$ cat src/logic/amp_regs_defs.svh
/*
  constants of the amplifier control and status register group:
  offsets, reset values, field positions and decode limits.
  assumes it is included by bare name from the register block.
*/
// How it works
// - port configuration resets to 0x04: 44.1 kHz, I2S, wide slots, first slots, no swap.
// - rate field bits 7-6: 00 44.1, 01 48, 10 96 kHz; 11 reserved.
// - bit 5 picks first or last four slots in eight-slot TDM.
// - bit 4 sets slot width: 0 is 24/32-bit, 1 is 16-bit.
// - bit 3 set swaps channels 1/2 onto the data of channels 3/4.
// - format field decodes right justified widths, I2S, left justified, DSP; 111 reserved.
// - per-channel state request: 00 play, 01 high-Z, 10 mute, 11 diagnostics.
// - state request register resets to 0x55, both channels high impedance.
// - per-channel 8-bit level in half-dB steps, resets 0xcf, below 0x07 mutes.
// - channel 1 level at offset 0x05, channel 2 level at 0x06.
// - writing cancel bit aborts a running check; bit clears once abort completes.
// - bit 6 doubles ramp time, bit 5 doubles settle time.
// - bit 1 enables line-output detection during load checks.
// - bit 0 low runs checks automatically on leaving high-Z or after faults.
// - shorted-load thresholds map code n to (n+1) half ohms; both reset 0001.
// - read-only report at 0x0c holds four flags per channel, resetting to zero.
// - a report flag reads 1 exactly when the check found that fault.
// - level moves one step per 1, 2, 4 or 8 frame syncs.
`ifndef AMP_REGS_DEFS_SVH
`define AMP_REGS_DEFS_SVH

`define OFS_PORT_CFG    8'h03
`define OFS_STATE_REQ   8'h04
`define OFS_LEVEL1      8'h05
`define OFS_LEVEL2      8'h06
`define OFS_CHECK_CTRL  8'h09
`define OFS_CHECK_THR   8'h0a
`define OFS_CHECK_RES   8'h0c

`define RST_PORT_CFG    8'h04
`define RST_STATE_REQ   8'h55
`define RST_LEVEL       8'hcf
`define RST_CHECK_CTRL  8'h00
`define RST_CHECK_THR   8'h11
`define RST_CHECK_RES   8'h00

`define RATE_RESERVED   2'h3
`define FMT_RESERVED    3'h7
`define STATE_HIZ       2'h1
`define LEVEL_MUTE_LT   8'h07
`define THR_MAX         4'h9
`define CTRL_RW_MASK    8'he3
`define BIT_CANCEL      7
`define BIT_DBL_RAMP    6
`define BIT_DBL_SETTLE  5
`define BIT_LINE_OUT    1
`define BIT_AUTO_SKIP   0

`endif

$ cat src/logic/amp_regs_pkg.sv
/*
  types of the amplifier control and status register group.
  assumes the defs header sits beside it.
*/
package amp_regs_pkg;

  // all state of the register block
  typedef struct packed {
    logic [7:0]      port_cfg;
    logic [7:0]      state_req;
    logic [1:0][7:0] level_set;
    logic [1:0][7:0] level_now;
    logic [7:0]      check_ctrl;
    logic [7:0]      check_thr;
    logic [7:0]      check_res;
    logic [7:0]      rdata;
    logic            ack;
    logic            auto_start;
    logic            fs_meta;
    logic            fs_sync;
    logic            fs_prev;
    logic [2:0]      fs_count;
  } state_t;

  // decoded audio port setup handed to the datapath
  typedef struct packed {
    logic [1:0] frame_rate_select;
    logic [2:0] data_format;
    logic       eight_slot_half_pick;
    logic       short_slots;
    logic [2:0] chan1_slot;
    logic [2:0] chan2_slot;
  } port_setup_t;

  // load check controls handed to the diagnostic engine
  typedef struct packed {
    logic       load_check_cancel;
    logic       double_ramp_time;
    logic       double_settle_time;
    logic       line_out_check_on;
    logic [3:0] chan1_short_threshold;
    logic [3:0] chan2_short_threshold;
  } check_setup_t;

endpackage

$ cat src/logic/amp_audio_port_state_diag_regs.sv
/*
  control and status register group of a two-channel amplifier:
  audio port setup, channel state requests, level ramping and the
  dc load check controls and first report.
  assumes a control port front end that presents byte writes and
  reads on the reference clock, a load check engine on the same
  clock, and a frame sync pin from outside that is synchronised here.
*/
`timescale 1ns/100ps
`include "amp_regs_defs.svh"

module amp_audio_port_state_diag_regs #(
  parameter int CHANNELS = 2
) (
  // clock and reset
  input  wire logic                         i_ref_clk,
  input  wire logic                         i_reset,
  // control port register access
  input  wire logic                         i_reg_wr,
  input  wire logic                         i_reg_rd,
  input  wire logic [7:0]                   i_reg_addr,
  input  wire logic [7:0]                   i_reg_wdata,
  output logic      [7:0]                   o_reg_rdata,
  output logic                              o_reg_ack,
  // audio port side
  input  wire logic                         i_frame_sync,
  input  wire logic [1:0]                   i_level_step_rate,
  output amp_regs_pkg::port_setup_t         o_port_setup,
  output logic      [1:0][7:0]              o_level_now,
  output logic      [1:0]                   o_chan_mute,
  output logic      [1:0][1:0]              o_chan_state_request,
  // load check engine side
  input  wire logic                         i_check_busy,
  input  wire logic                         i_check_done,
  input  wire logic [7:0]                   i_check_flags,
  input  wire logic                         i_chan_fault,
  output amp_regs_pkg::check_setup_t        o_check_setup,
  output logic                              o_auto_check_start
);

  // the level ramp and slot math are written for exactly two channels
  if (CHANNELS != 2)
  begin : g_channel_check
    $error("only two channels are supported");
  end

  amp_regs_pkg::state_t s;
  amp_regs_pkg::state_t next_s;
  logic                 fs_edge;
  logic                 step_due;
  logic [1:0]           leave_hiz;
  logic [2:0]           step_span;

  // a frame sync edge is seen on the second synchroniser stage only
  assign fs_edge   = s.fs_sync & ~s.fs_prev;
  assign step_span = 3'((4'h1 << i_level_step_rate) - 4'h1);
  assign step_due  = fs_edge && (s.fs_count >= step_span);

  // next state of everything
  always_comb
  begin
    next_s            = s;
    next_s.ack        = i_reg_rd;
    next_s.auto_start = 1'b0;
    leave_hiz         = 2'b00;

    // pin crossing, then edge memory
    next_s.fs_meta = i_frame_sync;
    next_s.fs_sync = s.fs_meta;
    next_s.fs_prev = s.fs_sync;

    // frame sync divider for the level ramp
    if (fs_edge)
    begin
      next_s.fs_count = step_due ? 3'h0 : 3'(s.fs_count + 3'h1);
    end

    // ramp each channel one code toward its setting
    for (int ch = 0; ch < 2; ch++)
    begin
      if (step_due && (s.level_now[ch] < s.level_set[ch]))
      begin
        next_s.level_now[ch] = 8'(s.level_now[ch] + 8'h01);
      end
      else if (step_due && (s.level_now[ch] > s.level_set[ch]))
      begin
        next_s.level_now[ch] = 8'(s.level_now[ch] - 8'h01);
      end
    end

    // cancel drops once the engine has stopped
    if (s.check_ctrl[`BIT_CANCEL] && !i_check_busy)
    begin
      next_s.check_ctrl[`BIT_CANCEL] = 1'b0;
    end

    if (i_check_done)
    begin
      next_s.check_res = i_check_flags;
    end

    // register writes; a write coming after the clear above wins
    if (i_reg_wr)
    begin
      case (i_reg_addr)
        `OFS_PORT_CFG:
        begin
          // reserved rate code leaves the field alone
          if (i_reg_wdata[7:6] != `RATE_RESERVED)
          begin
            next_s.port_cfg[7:6] = i_reg_wdata[7:6];
          end
          next_s.port_cfg[5:3] = i_reg_wdata[5:3];
          // reserved format code leaves the field alone
          if (i_reg_wdata[2:0] != `FMT_RESERVED)
          begin
            next_s.port_cfg[2:0] = i_reg_wdata[2:0];
          end
        end
        `OFS_STATE_REQ:
        begin
          next_s.state_req = i_reg_wdata;
          leave_hiz[0] = (s.state_req[7:6] == `STATE_HIZ) &&
                         (i_reg_wdata[7:6] != `STATE_HIZ);
          leave_hiz[1] = (s.state_req[5:4] == `STATE_HIZ) &&
                         (i_reg_wdata[5:4] != `STATE_HIZ);
        end
        `OFS_LEVEL1:
        begin
          next_s.level_set[0] = i_reg_wdata;
        end
        `OFS_LEVEL2:
        begin
          next_s.level_set[1] = i_reg_wdata;
        end
        `OFS_CHECK_CTRL:
        begin
          next_s.check_ctrl = (i_reg_wdata & `CTRL_RW_MASK) |
                              (next_s.check_ctrl & 8'h80);
          // a new cancel request is never lost
          if (!i_reg_wdata[`BIT_CANCEL] && !s.check_ctrl[`BIT_CANCEL])
          begin
            next_s.check_ctrl[`BIT_CANCEL] = 1'b0;
          end
        end
        `OFS_CHECK_THR:
        begin
          // codes above nine are reserved and ignored
          if (i_reg_wdata[7:4] <= `THR_MAX)
          begin
            next_s.check_thr[7:4] = i_reg_wdata[7:4];
          end
          if (i_reg_wdata[3:0] <= `THR_MAX)
          begin
            next_s.check_thr[3:0] = i_reg_wdata[3:0];
          end
        end
        default:
        begin
          // read-only and unmapped offsets ignore writes
          next_s.port_cfg = next_s.port_cfg;
        end
      endcase
    end

    next_s.auto_start = !s.check_ctrl[`BIT_AUTO_SKIP] &&
                        ((|leave_hiz) || i_chan_fault);

    // read data, one cycle after the strobe; unmapped reads zero
    if (i_reg_rd)
    begin
      case (i_reg_addr)
        `OFS_PORT_CFG:   next_s.rdata = s.port_cfg;
        `OFS_STATE_REQ:  next_s.rdata = s.state_req;
        `OFS_LEVEL1:     next_s.rdata = s.level_set[0];
        `OFS_LEVEL2:     next_s.rdata = s.level_set[1];
        `OFS_CHECK_CTRL: next_s.rdata = s.check_ctrl;
        `OFS_CHECK_THR:  next_s.rdata = s.check_thr;
        `OFS_CHECK_RES:  next_s.rdata = s.check_res;
        default:         next_s.rdata = 8'h00;
      endcase
    end
  end

  // state register
  always_ff @(posedge i_ref_clk or posedge i_reset)
  begin
    if (i_reset)
    begin
      s.port_cfg   <= `RST_PORT_CFG;
      // both channels start in high impedance
      s.state_req  <= `RST_STATE_REQ;
      s.level_set  <= {`RST_LEVEL, `RST_LEVEL};
      s.level_now  <= {`RST_LEVEL, `RST_LEVEL};
      s.check_ctrl <= `RST_CHECK_CTRL;
      s.check_thr  <= `RST_CHECK_THR;
      s.check_res  <= `RST_CHECK_RES;
      s.rdata      <= 8'h00;
      s.ack        <= 1'b0;
      s.auto_start <= 1'b0;
      s.fs_meta    <= 1'b0;
      s.fs_sync    <= 1'b0;
      s.fs_prev    <= 1'b0;
      s.fs_count   <= 3'h0;
    end
    else
    begin
      s <= next_s;
    end
  end

  // outputs are all taken from state flops or plain decodes of them
  assign o_reg_rdata          = s.rdata;
  assign o_reg_ack            = s.ack;
  assign o_level_now          = s.level_now;
  assign o_auto_check_start   = s.auto_start;
  assign o_chan_state_request = {s.state_req[5:4], s.state_req[7:6]};

  // mute below audible code, one decode per channel
  for (genvar ch = 0; ch < CHANNELS; ch++)
  begin : g_mute
    assign o_chan_mute[ch] = s.level_now[ch] < `LEVEL_MUTE_LT;
  end

  // rate and format passed on as coded
  assign o_port_setup.frame_rate_select    = s.port_cfg[7:6];
  assign o_port_setup.data_format          = s.port_cfg[2:0];
  assign o_port_setup.eight_slot_half_pick = s.port_cfg[5];
  assign o_port_setup.short_slots          = s.port_cfg[4];
  assign o_port_setup.chan1_slot = {s.port_cfg[5], s.port_cfg[3], 1'b0};
  assign o_port_setup.chan2_slot = {s.port_cfg[5], s.port_cfg[3], 1'b1};

  assign o_check_setup.load_check_cancel     = s.check_ctrl[`BIT_CANCEL];
  assign o_check_setup.double_ramp_time      = s.check_ctrl[`BIT_DBL_RAMP];
  assign o_check_setup.double_settle_time    = s.check_ctrl[`BIT_DBL_SETTLE];
  assign o_check_setup.line_out_check_on     = s.check_ctrl[`BIT_LINE_OUT];
  assign o_check_setup.chan1_short_threshold = s.check_thr[7:4];
  assign o_check_setup.chan2_short_threshold = s.check_thr[3:0];

  // checks on the register behaviour
  AST_PORT_RESET: assert property (
    @(posedge i_ref_clk) $fell(i_reset) |-> (o_port_setup.data_format == 3'h4 &&
      o_port_setup.frame_rate_select == 2'h0 && !o_port_setup.short_slots))
    else $error("port setup not at its reset value");

  AST_RATE_RESERVED: assert property (
    @(posedge i_ref_clk) disable iff (i_reset)
    (i_reg_wr && i_reg_addr == `OFS_PORT_CFG && i_reg_wdata[7:6] == 2'h3)
    |=> (o_port_setup.frame_rate_select == $past(o_port_setup.frame_rate_select)))
    else $error("reserved rate code was stored");

  AST_FMT_RESERVED: assert property (
    @(posedge i_ref_clk) disable iff (i_reset)
    (i_reg_wr && i_reg_addr == `OFS_PORT_CFG && i_reg_wdata[2:0] == 3'h7)
    |=> (o_port_setup.data_format == $past(o_port_setup.data_format)))
    else $error("reserved format code was stored");

  AST_SLOT_SWAP: assert property (
    @(posedge i_ref_clk) disable iff (i_reset)
    (i_reg_wr && i_reg_addr == `OFS_PORT_CFG) |=>
    (o_port_setup.chan1_slot == {$past(i_reg_wdata[5]), $past(i_reg_wdata[3]), 1'b0}))
    else $error("slot mapping does not follow the written bits");

  AST_STATE_RESET: assert property (
    @(posedge i_ref_clk) $fell(i_reset) |-> (o_chan_state_request == 4'h5))
    else $error("channels not in high impedance after reset");

  AST_LEVEL2_WRITE: assert property (
    @(posedge i_ref_clk) disable iff (i_reset)
    (i_reg_wr && i_reg_addr == `OFS_LEVEL2) ##1 !i_reg_wr ##1
    (i_reg_rd && i_reg_addr == `OFS_LEVEL2) |=> (o_reg_rdata == $past(i_reg_wdata, 3)))
    else $error("channel 2 level did not read back");

  AST_MUTE: assert property (
    @(posedge i_ref_clk) disable iff (i_reset)
    o_chan_mute[0] == (o_level_now[0] < 8'h07))
    else $error("mute does not match the level code");

  AST_RAMP_ONE_STEP: assert property (
    @(posedge i_ref_clk) disable iff (i_reset)
    $changed(o_level_now[0]) |-> ($past(fs_edge) &&
      (o_level_now[0] - $past(o_level_now[0]) == 8'h01 ||
       $past(o_level_now[0]) - o_level_now[0] == 8'h01)))
    else $error("level moved by more than one step or off a frame sync");

  AST_CANCEL_HOLD: assert property (
    @(posedge i_ref_clk) disable iff (i_reset)
    (o_check_setup.load_check_cancel && i_check_busy) |=> o_check_setup.load_check_cancel)
    else $error("cancel dropped while the check still runs");

  AST_REPORT_CAPTURE: assert property (
    @(posedge i_ref_clk) disable iff (i_reset)
    (i_check_done && !i_reg_rd) ##1 (i_reg_rd && i_reg_addr == `OFS_CHECK_RES && !i_check_done)
    |=> (o_reg_rdata == $past(i_check_flags, 2)))
    else $error("report does not hold the finished check flags");

  AST_AUTO_SKIP: assert property (
    @(posedge i_ref_clk) disable iff (i_reset)
    o_auto_check_start |-> !$past(s.check_ctrl[`BIT_AUTO_SKIP]))
    else $error("automatic check started while skipped");

  AST_THR_RANGE: assert property (
    @(posedge i_ref_clk) disable iff (i_reset)
    (o_check_setup.chan1_short_threshold <= 4'h9) &&
    (o_check_setup.chan2_short_threshold <= 4'h9))
    else $error("threshold holds a reserved code");

  AST_STATE_WRITE: assert property (
    @(posedge i_ref_clk) disable iff (i_reset)
    (i_reg_wr && i_reg_addr == `OFS_STATE_REQ) |=>
    (o_chan_state_request == {$past(i_reg_wdata[5:4]), $past(i_reg_wdata[7:6])}))
    else $error("channel state request does not follow the write");

  AST_CANCEL_SET: assert property (
    @(posedge i_ref_clk) disable iff (i_reset)
    (i_reg_wr && i_reg_addr == `OFS_CHECK_CTRL && i_reg_wdata[`BIT_CANCEL]) |=>
    o_check_setup.load_check_cancel)
    else $error("cancel request was lost");

  AST_CTRL_RESERVED: assert property (
    @(posedge i_ref_clk) disable iff (i_reset)
    (o_reg_ack && $past(i_reg_addr) == `OFS_CHECK_CTRL) |-> (o_reg_rdata[4:2] == 3'h0))
    else $error("reserved control bits read back set");

  AST_AUTO_ON_FAULT: assert property (
    @(posedge i_ref_clk) disable iff (i_reset)
    (i_chan_fault && !s.check_ctrl[`BIT_AUTO_SKIP]) |=> o_auto_check_start)
    else $error("channel fault did not start an automatic check");

endmodule

$ cat config.mk
export PLATFORM = sky130hd
export DESIGN_NAME = amp_audio_port_state_diag_regs
export DESIGN_NICKNAME = d
export VERILOG_FILES = /design/src/logic/amp_regs_pkg.sv /design/src/logic/amp_audio_port_state_diag_regs.sv
export VERILOG_INCLUDE_DIRS = /design/src /design/src/logic
export SDC_FILE = /design/constraint.sdc
export NUM_CORES = 1
export LEC_CHECK = 0
export BUFFER_PORTS_ARGS = -buffer_cell sky130_fd_sc_hd__buf_2
export CAP_MARGIN = 40
export CORE_ASPECT_RATIO = 0.8
export CORE_MARGIN = 5
export CORE_UTILIZATION = 45
export CTS_BUF_LIST = sky130_fd_sc_hd__clkbuf_16
export DETAILED_ROUTE_END_ITERATION = 6
export PLACE_DENSITY = 0.67
export SLEW_MARGIN = 20
export SYNTH_ARGS = -nofsm -noshare
export SYNTH_HDL_FRONTEND = slang
export SYNTH_SLANG_ARGS = --single-unit
export TNS_END_PERCENT = 100
$ cat constraint.sdc
create_clock -name i_ref_clk -period 8.5 [get_ports i_ref_clk]
set_input_delay 1.7 -clock i_ref_clk [delete_from_list [all_inputs] [get_ports i_ref_clk]]
set_output_delay 1.7 -clock i_ref_clk [all_outputs]
set_load 0.01 [all_outputs]
Word-level counts from Yosys, hierarchy flattened
Cells that the tools add are included.
{ "classes": {"n_shift": 1, "reduce_logical": 27, "order_cmp": 9, "eq_ne": 13, "n_addsub": 6, "mux": 15, "bitwise_logic": 3} }
{ "ops": {"columns": ["cell", "n"], "rows": [
  ["$pmux 8 s7", 1],
  ["$mux 8", 6],
  ["$eq 8x3->1 const B", 3],
  ["$eq 8x4->1 const B", 3],
  ["$add 8x1->8 const B", 2],
  ["$gt 8x8->1", 2],
  ["$lt 8x3->1 const B", 2],
  ["$lt 8x8->1", 2],
  ["$mux 16", 1],
  ["$sub 8x1->8 const B", 2],
  ["$reduce_and 3->1", 4],
  ["$logic_and 1x1->1", 10],
  ["$reduce_and 2->1", 5],
  ["$eq 8x2->1 const B", 1],
  ["$le 4x4->1 const B", 2],
  ["$mux 4", 2],
  ["$or 8x8->8", 1],
  ["$eq 2x1->1 const B", 2],
  ["$logic_not 1->1", 4],
  ["$mux 2", 2],
  ["$ne 2x1->1 const B", 2],
  ["$reduce_bool 2->1", 2],
  ["$add 3x1->3 const B", 1],
  ["$ge 3x3->1", 1],
  ["10 further kinds", 11]
]} }
{ "totals": {"input_bits": 34, "output_inout_bits": 57, "ff_bits": 88, "wordCells": 94} }

Logic depth before layout (Yosys ltp)
Gate-level depths: netlist of run 1.
{ "logic_depth": {"word_depth": 7, "mapped_depth": 13, "mapped_depth_nobuf": 13} }

Least setup slack after synthesis of run 1
No wires, ideal clock.
{ "synth_path": {"kind": "input to register", "startpoint": "in i_level_step_rate[1]", "endpoint": "reg s, in the netlist o_level_now[14]", "required_time_ps": 8418, "t_arrival_ps": 4595, "setup_slack_ps": 3823, "stages": 13, "n_path_buf": 0, "setup_ps": 82, "path_cell_list": "or2_2 ha_1 nand2b_1 a21o_1 a21oi_1 or4_1 fa_1 a21o_1 a21oi_1 o21bai_1 a21oi_1 xnor2_1 mux2_2"} }
{ "synth_between": {"elab_chain_cells": 6, "elab_cells_between_ends": 8, "cone_classes": "add/sub: 1; order compare: 1; shift: 1; mux: 1; reduce/logical: 4"} }
{ "synth_lines": {"columns": ["element", "line_no", "rtl"], "rows": [
  ["start: declaration", "amp_audio_port_state_diag_regs.sv:27", "input wire logic [1:0] i_level_step_rate,"],
  ["$shl 1x2->3 *", "amp_audio_port_state_diag_regs.sv:56", "assign step_span = 3'((4'h1 << i_level_step_rate) - 4'h1);"],
  ["$sub 3x1->3 *", "amp_audio_port_state_diag_regs.sv:56", null],
  ["$ge 3x3->1 *", "amp_audio_port_state_diag_regs.sv:57", "assign step_due = fs_edge && (s.fs_count >= step_span);"],
  ["$logic_and 1x1->1 *", "amp_audio_port_state_diag_regs.sv:57", null],
  ["$logic_and 1x1->1 (on tied branches)", "amp_audio_port_state_diag_regs.sv:81, amp_audio_port_state_diag_regs.sv:85", null],
  ["$mux 8 / $reduce_bool 2->1 (equally long branches)", null, null],
  ["end signal: assignment", "amp_audio_port_state_diag_regs.sv:208", "s <= next_s;"],
  ["end: declaration", "amp_audio_port_state_diag_regs.sv:47", "amp_regs_pkg::state_t s;"]
]} }
Every way passes the cells marked *; elsewhere a longest branch is shown, timed or not.
A chain may end at the register's enable or synchronous reset.

Worst setup path after layout of run 1
Same ends and word-level chain as after synthesis.

==> out/metrics.cfg, run 1 <==
[run_status]
status=finished, final reports clean

[final_layout]
syn2layout_area_growth_pct=8.96
final_core_util=0.497
nets=613
antenna_cells=0
drive_above_1_share=0.289
num-fill-cells=1063
layoutNonFillerInstCount=698

[setup_path]
crit_path_frequent_cell=a21oi_1
slowest_delay_ns=0.73
reg2reg_to=o_level_now[14]$_DFFE_PP1P_
crit_path_end=o_level_now[14]$_DFFE_PP1P_
crit_required_ns=8.77
critPathKind=in -> reg
cp-start-kind=input port
cp-end-kind=register
critPathLaunch=i_level_step_rate[1]
worstPathMaxFanout=7
reg2regPathDepth=13
r2r_slack_ns=4.87
r2r-start=s[65]$_DFFE_PP1P_
cpMaxStageDelayCell=or4_1
path_cells=buf_2 -> or2_2 -> ha_1 -> nand2b_1 -> a21o_1 -> a21oi_1 -> or4_1 -> fa_1 -> a21o_1 -> a21oi_1 -> o21bai_1 -> a21oi_1 -> xnor2_1 -> mux2_2
arrival_ns=5.02

[cts]
htreeDepth=3
cts.reportedPaths.clkPinSlew_ns=0.07
postCtsHoldBufs=0
cts.sinks=85
cts_tree=done
ctsResizeCount=0
clock-root-buffer=clkbuf_16
clk_latency_ns=0.34
clockBufferDepth=2
cts-buffers-inserted=9
cts_setup_buffers=0

[sta]
hold_viol_final=0
rsz0062_at_grt=false
timing.hold.ws_ns=0.348
fin_crit_ns=4.75
setup-tns-final_ns=0
timing.fmax_mhz=211
fin_crit_sh=0.559
skew_ns=0.00476
tightest_slew_ns=0.813
slew_headroom=0.454
finalMaxSlewViolations=0
setup_viol=0

[yosys]
synth_compound_area_frac=0.161
syn-num-nets=585
synth_mux_area_frac=0.106
async_reset_ff_frac=1.00
yosysTopAreaCellShare=0.258
synth_top_family_by_area=compound AO/OA/AOI/OAI gates
ys_ff_latch=85
seq_area_frac_synth=0.414
synthSimpleGateAreaFrac=0.0922
netlist_instances=517
synth_area_leaders=dfrtp_1, dfstp_2, buf_4, ha_1, mux2_1
ys_warn_count=0
synth_cell_types=54
synth-xor-area-share=0.0234
avgSynthCellArea_um2=10.1
synthAdderAreaFrac=0.0841
yosys.area.top_type=dfrtp_1
dominantRegCellSynth=dfrtp_1
synth-edff-count=0
syn_area_um2=5240

[route]
ant_nets=0
finalWirelength_um=12300
wire_per_inst_um=17.6
first_iter_violations=283
drc=0
avgViaCountPerCell=5.52
vias=3854
dr.pass1.iters=4

[grt]
grt_pass1_wl_um=20100
track_usage=0.183
grt_pass1_vias=3887
grt_max_degree=51
antenna_found_initial=0
gr-total-overflow=0

[power_and_ir_drop]
vdd_drop_max_v=0.000187
leakage_nw=2.65
power_density_nw_per_um2=274

[floorplanning]
die_w_um=131
row_count=35
initial_utilization=0.456
coreArea_um2=11500
die_area_um2=13900
io_pins=91
die_h_um=106

[placement]
place_congestion=0.859
dp_hpwl_um=9250
placed_cells=682
io_buffers=88

[min_path]
hold_class=reg -> reg

[run]
max_cap_violations=0

-- Yosys cell counts (17+ instances only) --
library cell,count
ha_1,32
o22ai_1,17
a21oi_1,33
dfrtp_1,54
buf_4,55
inv_1,33
mux2_1,31
nor2_1,18
a22oi_1,23
dfstp_2,31
nand2_1,32
-- layout by cell type (no fill, tap or decap), types with 3 or more instances in the layout --
| master | synthesis | routed |
|---|---|---|
| a21o_1 | 7 | 7 |
| a21oi_1 | 33 | 33 |
| a22oi_1 | 23 | 23 |
| buf_2 | 5 | 89 |
| clkbuf_16 | 0 | 9 |
| clkinvlp_4 | 0 | 3 |
| dfrtp_1 | 54 | 54 |
| dfstp_2 | 31 | 31 |
| ha_1 | 32 | 32 |
| inv_1 | 33 | 32 |
| mux2_1 | 31 | 31 |
| mux2_2 | 13 | 13 |
| mux2i_1 | 6 | 6 |
| nand2_1 | 32 | 32 |
| nand2b_1 | 7 | 7 |
| nand3_1 | 3 | 3 |
| nand4_1 | 3 | 3 |
| nor2_1 | 18 | 18 |
| nor2b_1 | 10 | 10 |
| o21a_1 | 4 | 4 |
| o21ai_0 | 14 | 14 |
| o21ai_1 | 12 | 12 |
| o22a_1 | 5 | 5 |
| o22ai_1 | 17 | 17 |
| or4_1 | 5 | 5 |
| xnor2_1 | 11 | 11 |
| xor2_1 | 3 | 3 |
-- critical path, delay by kind of cell --
family / cells / cell delay [ns]
adder cells (fa/ha/maj): 2 / 0.74
AO/OA/AOI/OAI: 6 / 1.04
buffers and inverters: 1 / 0.11
AND/OR/NAND/NOR: 3 / 1.10
multiplexers: 1 / 0.26
XOR/XNOR: 1 / 0.08
-- worst min-delay path by stage --
stage,cells after the start,startpoint,slack [ns],endpoint
floorplan,0,next_s[4]$_DFF_PP0_,0.33,next_s[3]$_DFF_PP0_
global placement,0,next_s[4]$_DFF_PP0_,0.34,next_s[3]$_DFF_PP0_
detailed placement,0,next_s[4]$_DFF_PP0_,0.34,next_s[3]$_DFF_PP0_
CTS,0,next_s[4]$_DFF_PP0_,0.35,next_s[3]$_DFF_PP0_
global route,0,next_s[4]$_DFF_PP0_,0.37,next_s[3]$_DFF_PP0_
finish,0,next_s[4]$_DFF_PP0_,0.35,next_s[3]$_DFF_PP0_
-- state kept, by name, summed over array words and instances, names as in the netlist --
register and flops:
o_port_setup 8, o_level_now 16, next_s 2, o_reg_rdata 8, o_check_setup 12, s 33
o_reg_ack 1, o_auto_check_start 1, o_chan_state_request 4
-- cells by family (layout without fill, tap and decap cells) --
family          after synthesis  after routing
flops                        85             85
fa+ha+maj                    34             34
simple gates                 93             93
xor+xnor                     14             14
mux                          50             50
other cells                   2              2
compound gates              131            131
buf+inv                     108            141
-- area by class of cell --
class                      instances  area (µm²)  area share
clock buffer                       9         225      0.0395
multi-input combinational        324        2450       0.430
inverter                          34         129      0.0226
timing repair buffer              91         473      0.0829
tap                              148         185      0.0325
clock inverter                     7        75.1      0.0132
sequential                        85        2170       0.380
-- where the power goes --
group	internal, mW	total, mW	switching, mW
Clock	0.229	0.398	0.170
Sequential	0.494	0.575	0.0815
Combinational	0.277	0.592	0.314
Total	1.00	1.57	0.565
-- per-stage QoR --
step / power (mW) / area, µm² / setup slack (ns)
2_1_floorplan: 1.05 / 5240 / 3.82
3_3_place_gp: 1.14 / 5380 / 3.54
3_5_place_dp: 1.17 / 5410 / 3.45
4_1_cts: 1.58 / 5710 / 3.79
5_1_grt: 1.68 / 5710 / 3.58
6_report: 1.57 / 5710 / 3.75
-- metal layers --
| metal | share of wire | global-route usage | vias to the layer above |
|---|---|---|---|
| li1 | - | - | 1846 |
| met1 | 0.46 | 0.271 | 1891 |
| met2 | 0.46 | 0.271 | 111 |
| met5 | 0 | 0 | - |
| met3 | 0.081 | 0.0487 | 6 |
| met4 | 0.0053 | 0.0330 | 0 |
(Power assumes the default switching activity.)
==> run 2: changes to the inputs <==
Clock period 8.5 ns to 4.67 ns, I/O delays scaled along.
==> out/metrics.cfg, run 2 (synthesized netlist as in run 1, its figures left out) <==
[run_status]
status=finished, final reports clean

[floorplanning]
coreArea_um2=11500  ; unchanged
io_pins=91  ; unchanged
die_w_um=131  ; unchanged
row_count=35  ; unchanged
die_h_um=106  ; unchanged
initial_utilization=0.456  ; unchanged
die_area_um2=13900  ; unchanged

[grt]
antenna_found_initial=0  ; unchanged
track_usage=0.184  ; +0.000583
gr-total-overflow=0  ; unchanged
grt_max_degree=42  ; -18%
grt_pass1_wl_um=19900  ; -0.72%
grt_pass1_vias=3835  ; -1.3%

[final_layout]
regMostFlops=s
largest_reg_flops=33  ; unchanged
drive_above_1_share=0.286  ; -0.00286
design_area_um2=5730  ; +0.37%
mostFrequentLayoutCells=buf_2, dfrtp_1, a21oi_1, inv_1
final_core_util=0.499  ; +0.00185
nets=615  ; +0.33%
syn2layout_area_growth_pct=9.37
final_common_cell=buf_2
antenna_cells=0  ; unchanged

[run]
max_cap_violations=0  ; unchanged

[cts]
cts.sinks=85  ; unchanged
cts_setup_buffers=0  ; unchanged
cts_tree=done
cts-buffers-inserted=9  ; unchanged
clock-root-buffer=clkbuf_16
clockBufferDepth=2  ; unchanged
htreeDepth=3  ; unchanged
ctsResizeCount=0  ; unchanged
cts.reportedPaths.clkPinSlew_ns=0.06  ; about the same
postCtsHoldBufs=0  ; unchanged
clk_latency_ns=0.34  ; about the same

[route]
dr.pass1.iters=5  ; +1
wire_per_inst_um=18.0  ; +2.0%
avgViaCountPerCell=5.68  ; +2.9%
drc=0  ; unchanged
first_iter_violations=354  ; +25%
finalWirelength_um=12600  ; +2.3%
ant_nets=0  ; unchanged
vias=3976  ; +3.2%

[setup_path]
timing.critical_path.buf_inv=1  ; unchanged
crit_family=simple AND/OR/NAND/NOR gates
crit_path_frequent_cell=a21oi_1
cp-start-kind=input port
r2r_slack_ns=1.13  ; -3.74 ns
cpMaxStageDelayCell=or4_1
worstPathMaxFanout=7  ; unchanged
slowest_delay_ns=0.69  ; -0.04 ns
cp.depth=14  ; unchanged
critPathKind=in -> reg
crit_required_ns=4.93  ; -3.84 ns
cp-end-kind=register
arrival_ns=4.07  ; -0.95 ns
reg2regPathDepth=13  ; unchanged
path_cells=buf_2 -> or2_2 -> ha_1 -> nand2b_1 -> a21o_1 -> a21oi_1 -> or4_1 -> fa_1 -> a21o_1 -> a21oi_1 -> o21bai_1 -> a21oi_1 -> xnor2_1 -> mux2_2

[sta]
setup_viol=0  ; unchanged
tightest_slew_ns=0.881  ; +0.0674 ns
slew_headroom=0.412  ; -0.0420
skew_ns=0.00458  ; -0.000177 ns
fin_crit_sh=0.815
timing.fmax_mhz=263
fin_crit_ns=3.81
hold_viol_final=0  ; unchanged
setup-tns-final_ns=0  ; unchanged
setup_ws_ns=0.862  ; -2.89 ns
finalMaxSlewViolations=0  ; unchanged
rsz0062_at_grt=false

[placement]
place_congestion=0.872  ; +1.5%
place_area_um2=5420  ; +0.19%
dp_slack_ns=0.544  ; -2.91 ns
io_buffers=88  ; unchanged
dp_hpwl_um=9320  ; +0.76%

[min_path]
hold_depth=0  ; unchanged
hold_class=reg -> reg

[power_and_ir_drop]
leakage_nw=2.68  ; +1.0%
power_density_nw_per_um2=503  ; +84%
vdd_drop_max_v=0.000341  ; +82%

run 2: worst paths after layout:
| check | start | end |
|---|---|---|
| max | i_level_step_rate[1] | o_level_now[14]$_DFFE_PP1P_ |
| min | next_s[4]$_DFF_PP0_ | next_s[3]$_DFF_PP0_ |
| max reg2reg | s[65]$_DFFE_PP1P_ | o_level_now[14]$_DFFE_PP1P_ |
| min reg2reg | next_s[4]$_DFF_PP0_ | next_s[3]$_DFF_PP0_ |
| max in group asynchronous | i_reset | o_port_setup[10]$_DFFE_PP1P_ |
| min in group asynchronous | i_reset | s[3]$_DFF_PP0_ |
run 2: final cells by class:
class / count / area (µm²)
Clock buffer: 9 / 225
Clock inverter: 7 / 81.3
Fill cell: 1037 / 5750
Inverter: 34 / 129
Multi-Input combinational cell: 324 / 2450
Sequential cell: 85 / 2170
Tap cell: 148 / 185
Timing Repair Buffer: 93 / 488
run 2: layer usage:
layer	track usage	routed length [µm]	up-vias	part of all wire
met3	0.0472	975	24	0.077
li1	-	-	1844	-
met4	0.0587	253	0	0.020
met1	0.263	5690	1958	0.45
met5	0	0	-	0
met2	0.270	5670	150	0.45
run 2: where the power goes:
group / total [mW] / internal [mW] / switching (mW)
registers: 1.05 / 0.899 / 0.147
clock network: 0.749 / 0.461 / 0.288
logic: 1.09 / 0.511 / 0.577
total: 2.88 / 1.87 / 1.01
run 2: per-stage QoR:
step                      hold slack [ns]  power [mW]  cells
after global placement              0.336        2.08    682
final                               0.343        2.88    700
after floorplan                     0.331        1.92    517
after global routing                0.349        3.09    700
after detailed placement            0.335        2.14    683
after CTS                           0.345        2.90    699
==> run 3: changes to the inputs <==
Settings changed: PLACE_DENSITY 0.67 to 0.7.
Clock period 4.67 ns to 3.3 ns, I/O delays scaled along.
==> out/metrics.cfg, run 3 (synthesized netlist as in run 1, its figures left out) <==
[sta]
timing.hold.ws_ns=0.303  ; -0.0404 ns
finalMaxSlewViolations=0  ; unchanged
tightest_slew_ns=0.712  ; -0.168 ns
fin_crit_ns=3.22
timing.fmax_mhz=310
skew_ns=0.00727  ; +0.00268 ns
setup_viol=0  ; unchanged
hold_viol_final=0  ; unchanged
fin_crit_sh=0.976
slew_headroom=0.524  ; +0.113
rsz0062_at_grt=true

[route]
wire_per_inst_um=17.7  ; -1.7%
finalWirelength_um=13200  ; +4.9%
ant_nets=0  ; unchanged
avgViaCountPerCell=5.46  ; -3.8%
vias=4080  ; +2.6%
drc=0  ; unchanged
first_iter_violations=312  ; -12%
dr.pass1.iters=5  ; unchanged

[power_and_ir_drop]
power_density_nw_per_um2=750  ; +49%
vdd_drop_max_v=0.000530  ; +56%
leakage_nw=2.92  ; +9.1%
p_total_mw=4.63  ; +61%

[final_layout]
antenna_cells=0  ; unchanged
final_core_util=0.539  ; +0.0398
drive_above_1_share=0.376  ; +0.0894
num-fill-cells=1032  ; -0.48%
regMostFlops=s
nets=662  ; +7.6%
syn2layout_area_growth_pct=18.1
final_common_cell=buf_2
mostFrequentLayoutCells=buf_2, dfrtp_1, buf_4
largest_reg_flops=33  ; unchanged
design_area_um2=6180  ; +8.0%

[placement]
dp_hpwl_um=9480  ; +1.7%
place_area_um2=5670  ; +4.7%
place_congestion=0.863  ; -1.1%
io_buffers=88  ; unchanged

[setup_path]
cp-start-kind=input port
critPathKind=in -> reg
cp-end-kind=register
crit_path_frequent_cell=a21o_1
slowest_delay_ns=0.59  ; -0.10 ns
crit_required_ns=3.57  ; -1.36 ns
path_cells=buf_2 -> or2_4 -> ha_4 -> nand2b_1 -> a21o_1 -> a21oi_4 -> or4_4 -> fa_2 -> a21o_1 -> a21oi_2 -> o21bai_1 -> a21oi_1 -> xnor2_1 -> mux2_4
cpMaxStageDelayCell=or4_4
worstPathMaxFanout=7  ; unchanged
arrival_ns=3.49  ; -0.58 ns

[cts]
postCtsHoldBufs=0  ; unchanged
htreeDepth=3  ; unchanged
cts-buffers-inserted=9  ; unchanged
clockBufferDepth=2  ; unchanged
cts_tree=done
clk_latency_ns=0.34  ; about the same
cts.sinks=85  ; unchanged
cts.reportedPaths.clkPinSlew_ns=0.06  ; about the same
clock-root-buffer=clkbuf_16

[grt]
grt_pass1_wl_um=21200  ; +6.3%
gr-total-overflow=0  ; unchanged
grt_pass1_vias=4061  ; +5.9%
antenna_found_initial=0  ; unchanged
grt_max_degree=34  ; -19%
track_usage=0.194  ; +0.0107

[floorplanning]
die_w_um=131  ; unchanged
coreArea_um2=11500  ; unchanged
initial_utilization=0.456  ; unchanged
die_h_um=106  ; unchanged
die_area_um2=13900  ; unchanged
row_count=35  ; unchanged
io_pins=91  ; unchanged

[run_status]
status=finished, final reports clean

[min_path]
hold_class=in -> async

[run]
max_cap_violations=0  ; unchanged

==> run 3: changes by cell type in the layout (fill, tap and decap cells not counted), moves of 2 or more <==
cell | previous run | this run
ha_4 | 0 | 4
clkinv_1 | 2 | 0
mux2_4 | 0 | 4
buf_6 | 0 | 3
ha_1 | 32 | 26
clkinvlp_4 | 0 | 2
mux2_1 | 31 | 28
a21oi_2 | 0 | 3
buf_4 | 3 | 49
a21oi_1 | 33 | 29
ha_2 | 0 | 2
==> run 3: where the power goes <==
group	leakage [nW]	internal, mW	switching, mW
clock network	0.145	0.577	0.411
logic	1.75	1.16	1.00
registers	1.02	1.27	0.211
total	2.92	3.01	1.62
==> run 3: stage by stage <==
stage / cells / worst slack [ns] / TNS (ns)
after floorplan: 517 / -0.0997 / -0.197
after global placement: 709 / -0.251 / -1.02
after detailed placement: 709 / -0.299 / -1.37
after CTS: 741 / 0.0162 / 0
after global routing: 747 / -0.0626 / -0.220
final: 747 / 0.0789 / 0
==> run 3: path summary, 6_finish.rpt <==
path / startpoint / endpoint / slack (ns) / cells after the start
worst max-delay path: i_level_step_rate[1] / o_level_now[14]$_DFFE_PP1P_ / 0.08 / 14
worst min-delay path: i_reset / s[2]$_DFFE_PP0P_ / 0.30 / 2
worst max register to register: s[65]$_DFFE_PP1P_ / o_level_now[13]$_DFFE_PP0P_ / 0.10 / 18
worst min register to register: next_s[4]$_DFF_PP0_ / next_s[3]$_DFF_PP0_ / 0.36 / 0
max in group asynchronous: i_reset / o_port_setup[10]$_DFFE_PP1P_ / 2.20 / 3
min in group i_ref_clk: next_s[4]$_DFF_PP0_ / next_s[3]$_DFF_PP0_ / 0.36 / 0
==> run 3: critical path, delay by kind of cell <==
kind	cells	cell delay (ns)
simple gates	3	0.93
compound gates	6	0.80
fa+ha+maj	2	0.67
mux	1	0.25
buf+inv	1	0.10
xor+xnor	1	0.08
==> run 3: repair_timing <==
item	CTS	global route
hold endpoints to repair	0	0
setup endpoints to repair	1	7
gates cloned	0	1
buffers inserted	16	6
pin swaps	7	14
gates resized for setup	4	10
==> run 3: final cells by class <==
cell class	count	area (µm²)	area share
clock inverter	7	61.3	0.00992
inverter	34	129	0.0208
timing repair buffer	140	842	0.136
sequential	85	2170	0.350
clock buffer	9	225	0.0364
multi-input combinational	324	2570	0.416
tap	148	185	0.0299
==> run 3: routing by layer <==
layer	share of wire	global-route usage	wire length (µm)
met1	0.46	0.278	6020
met5	0	0	0
met3	0.064	0.0397	841
met4	0.015	0.0565	194
met2	0.47	0.298	6150
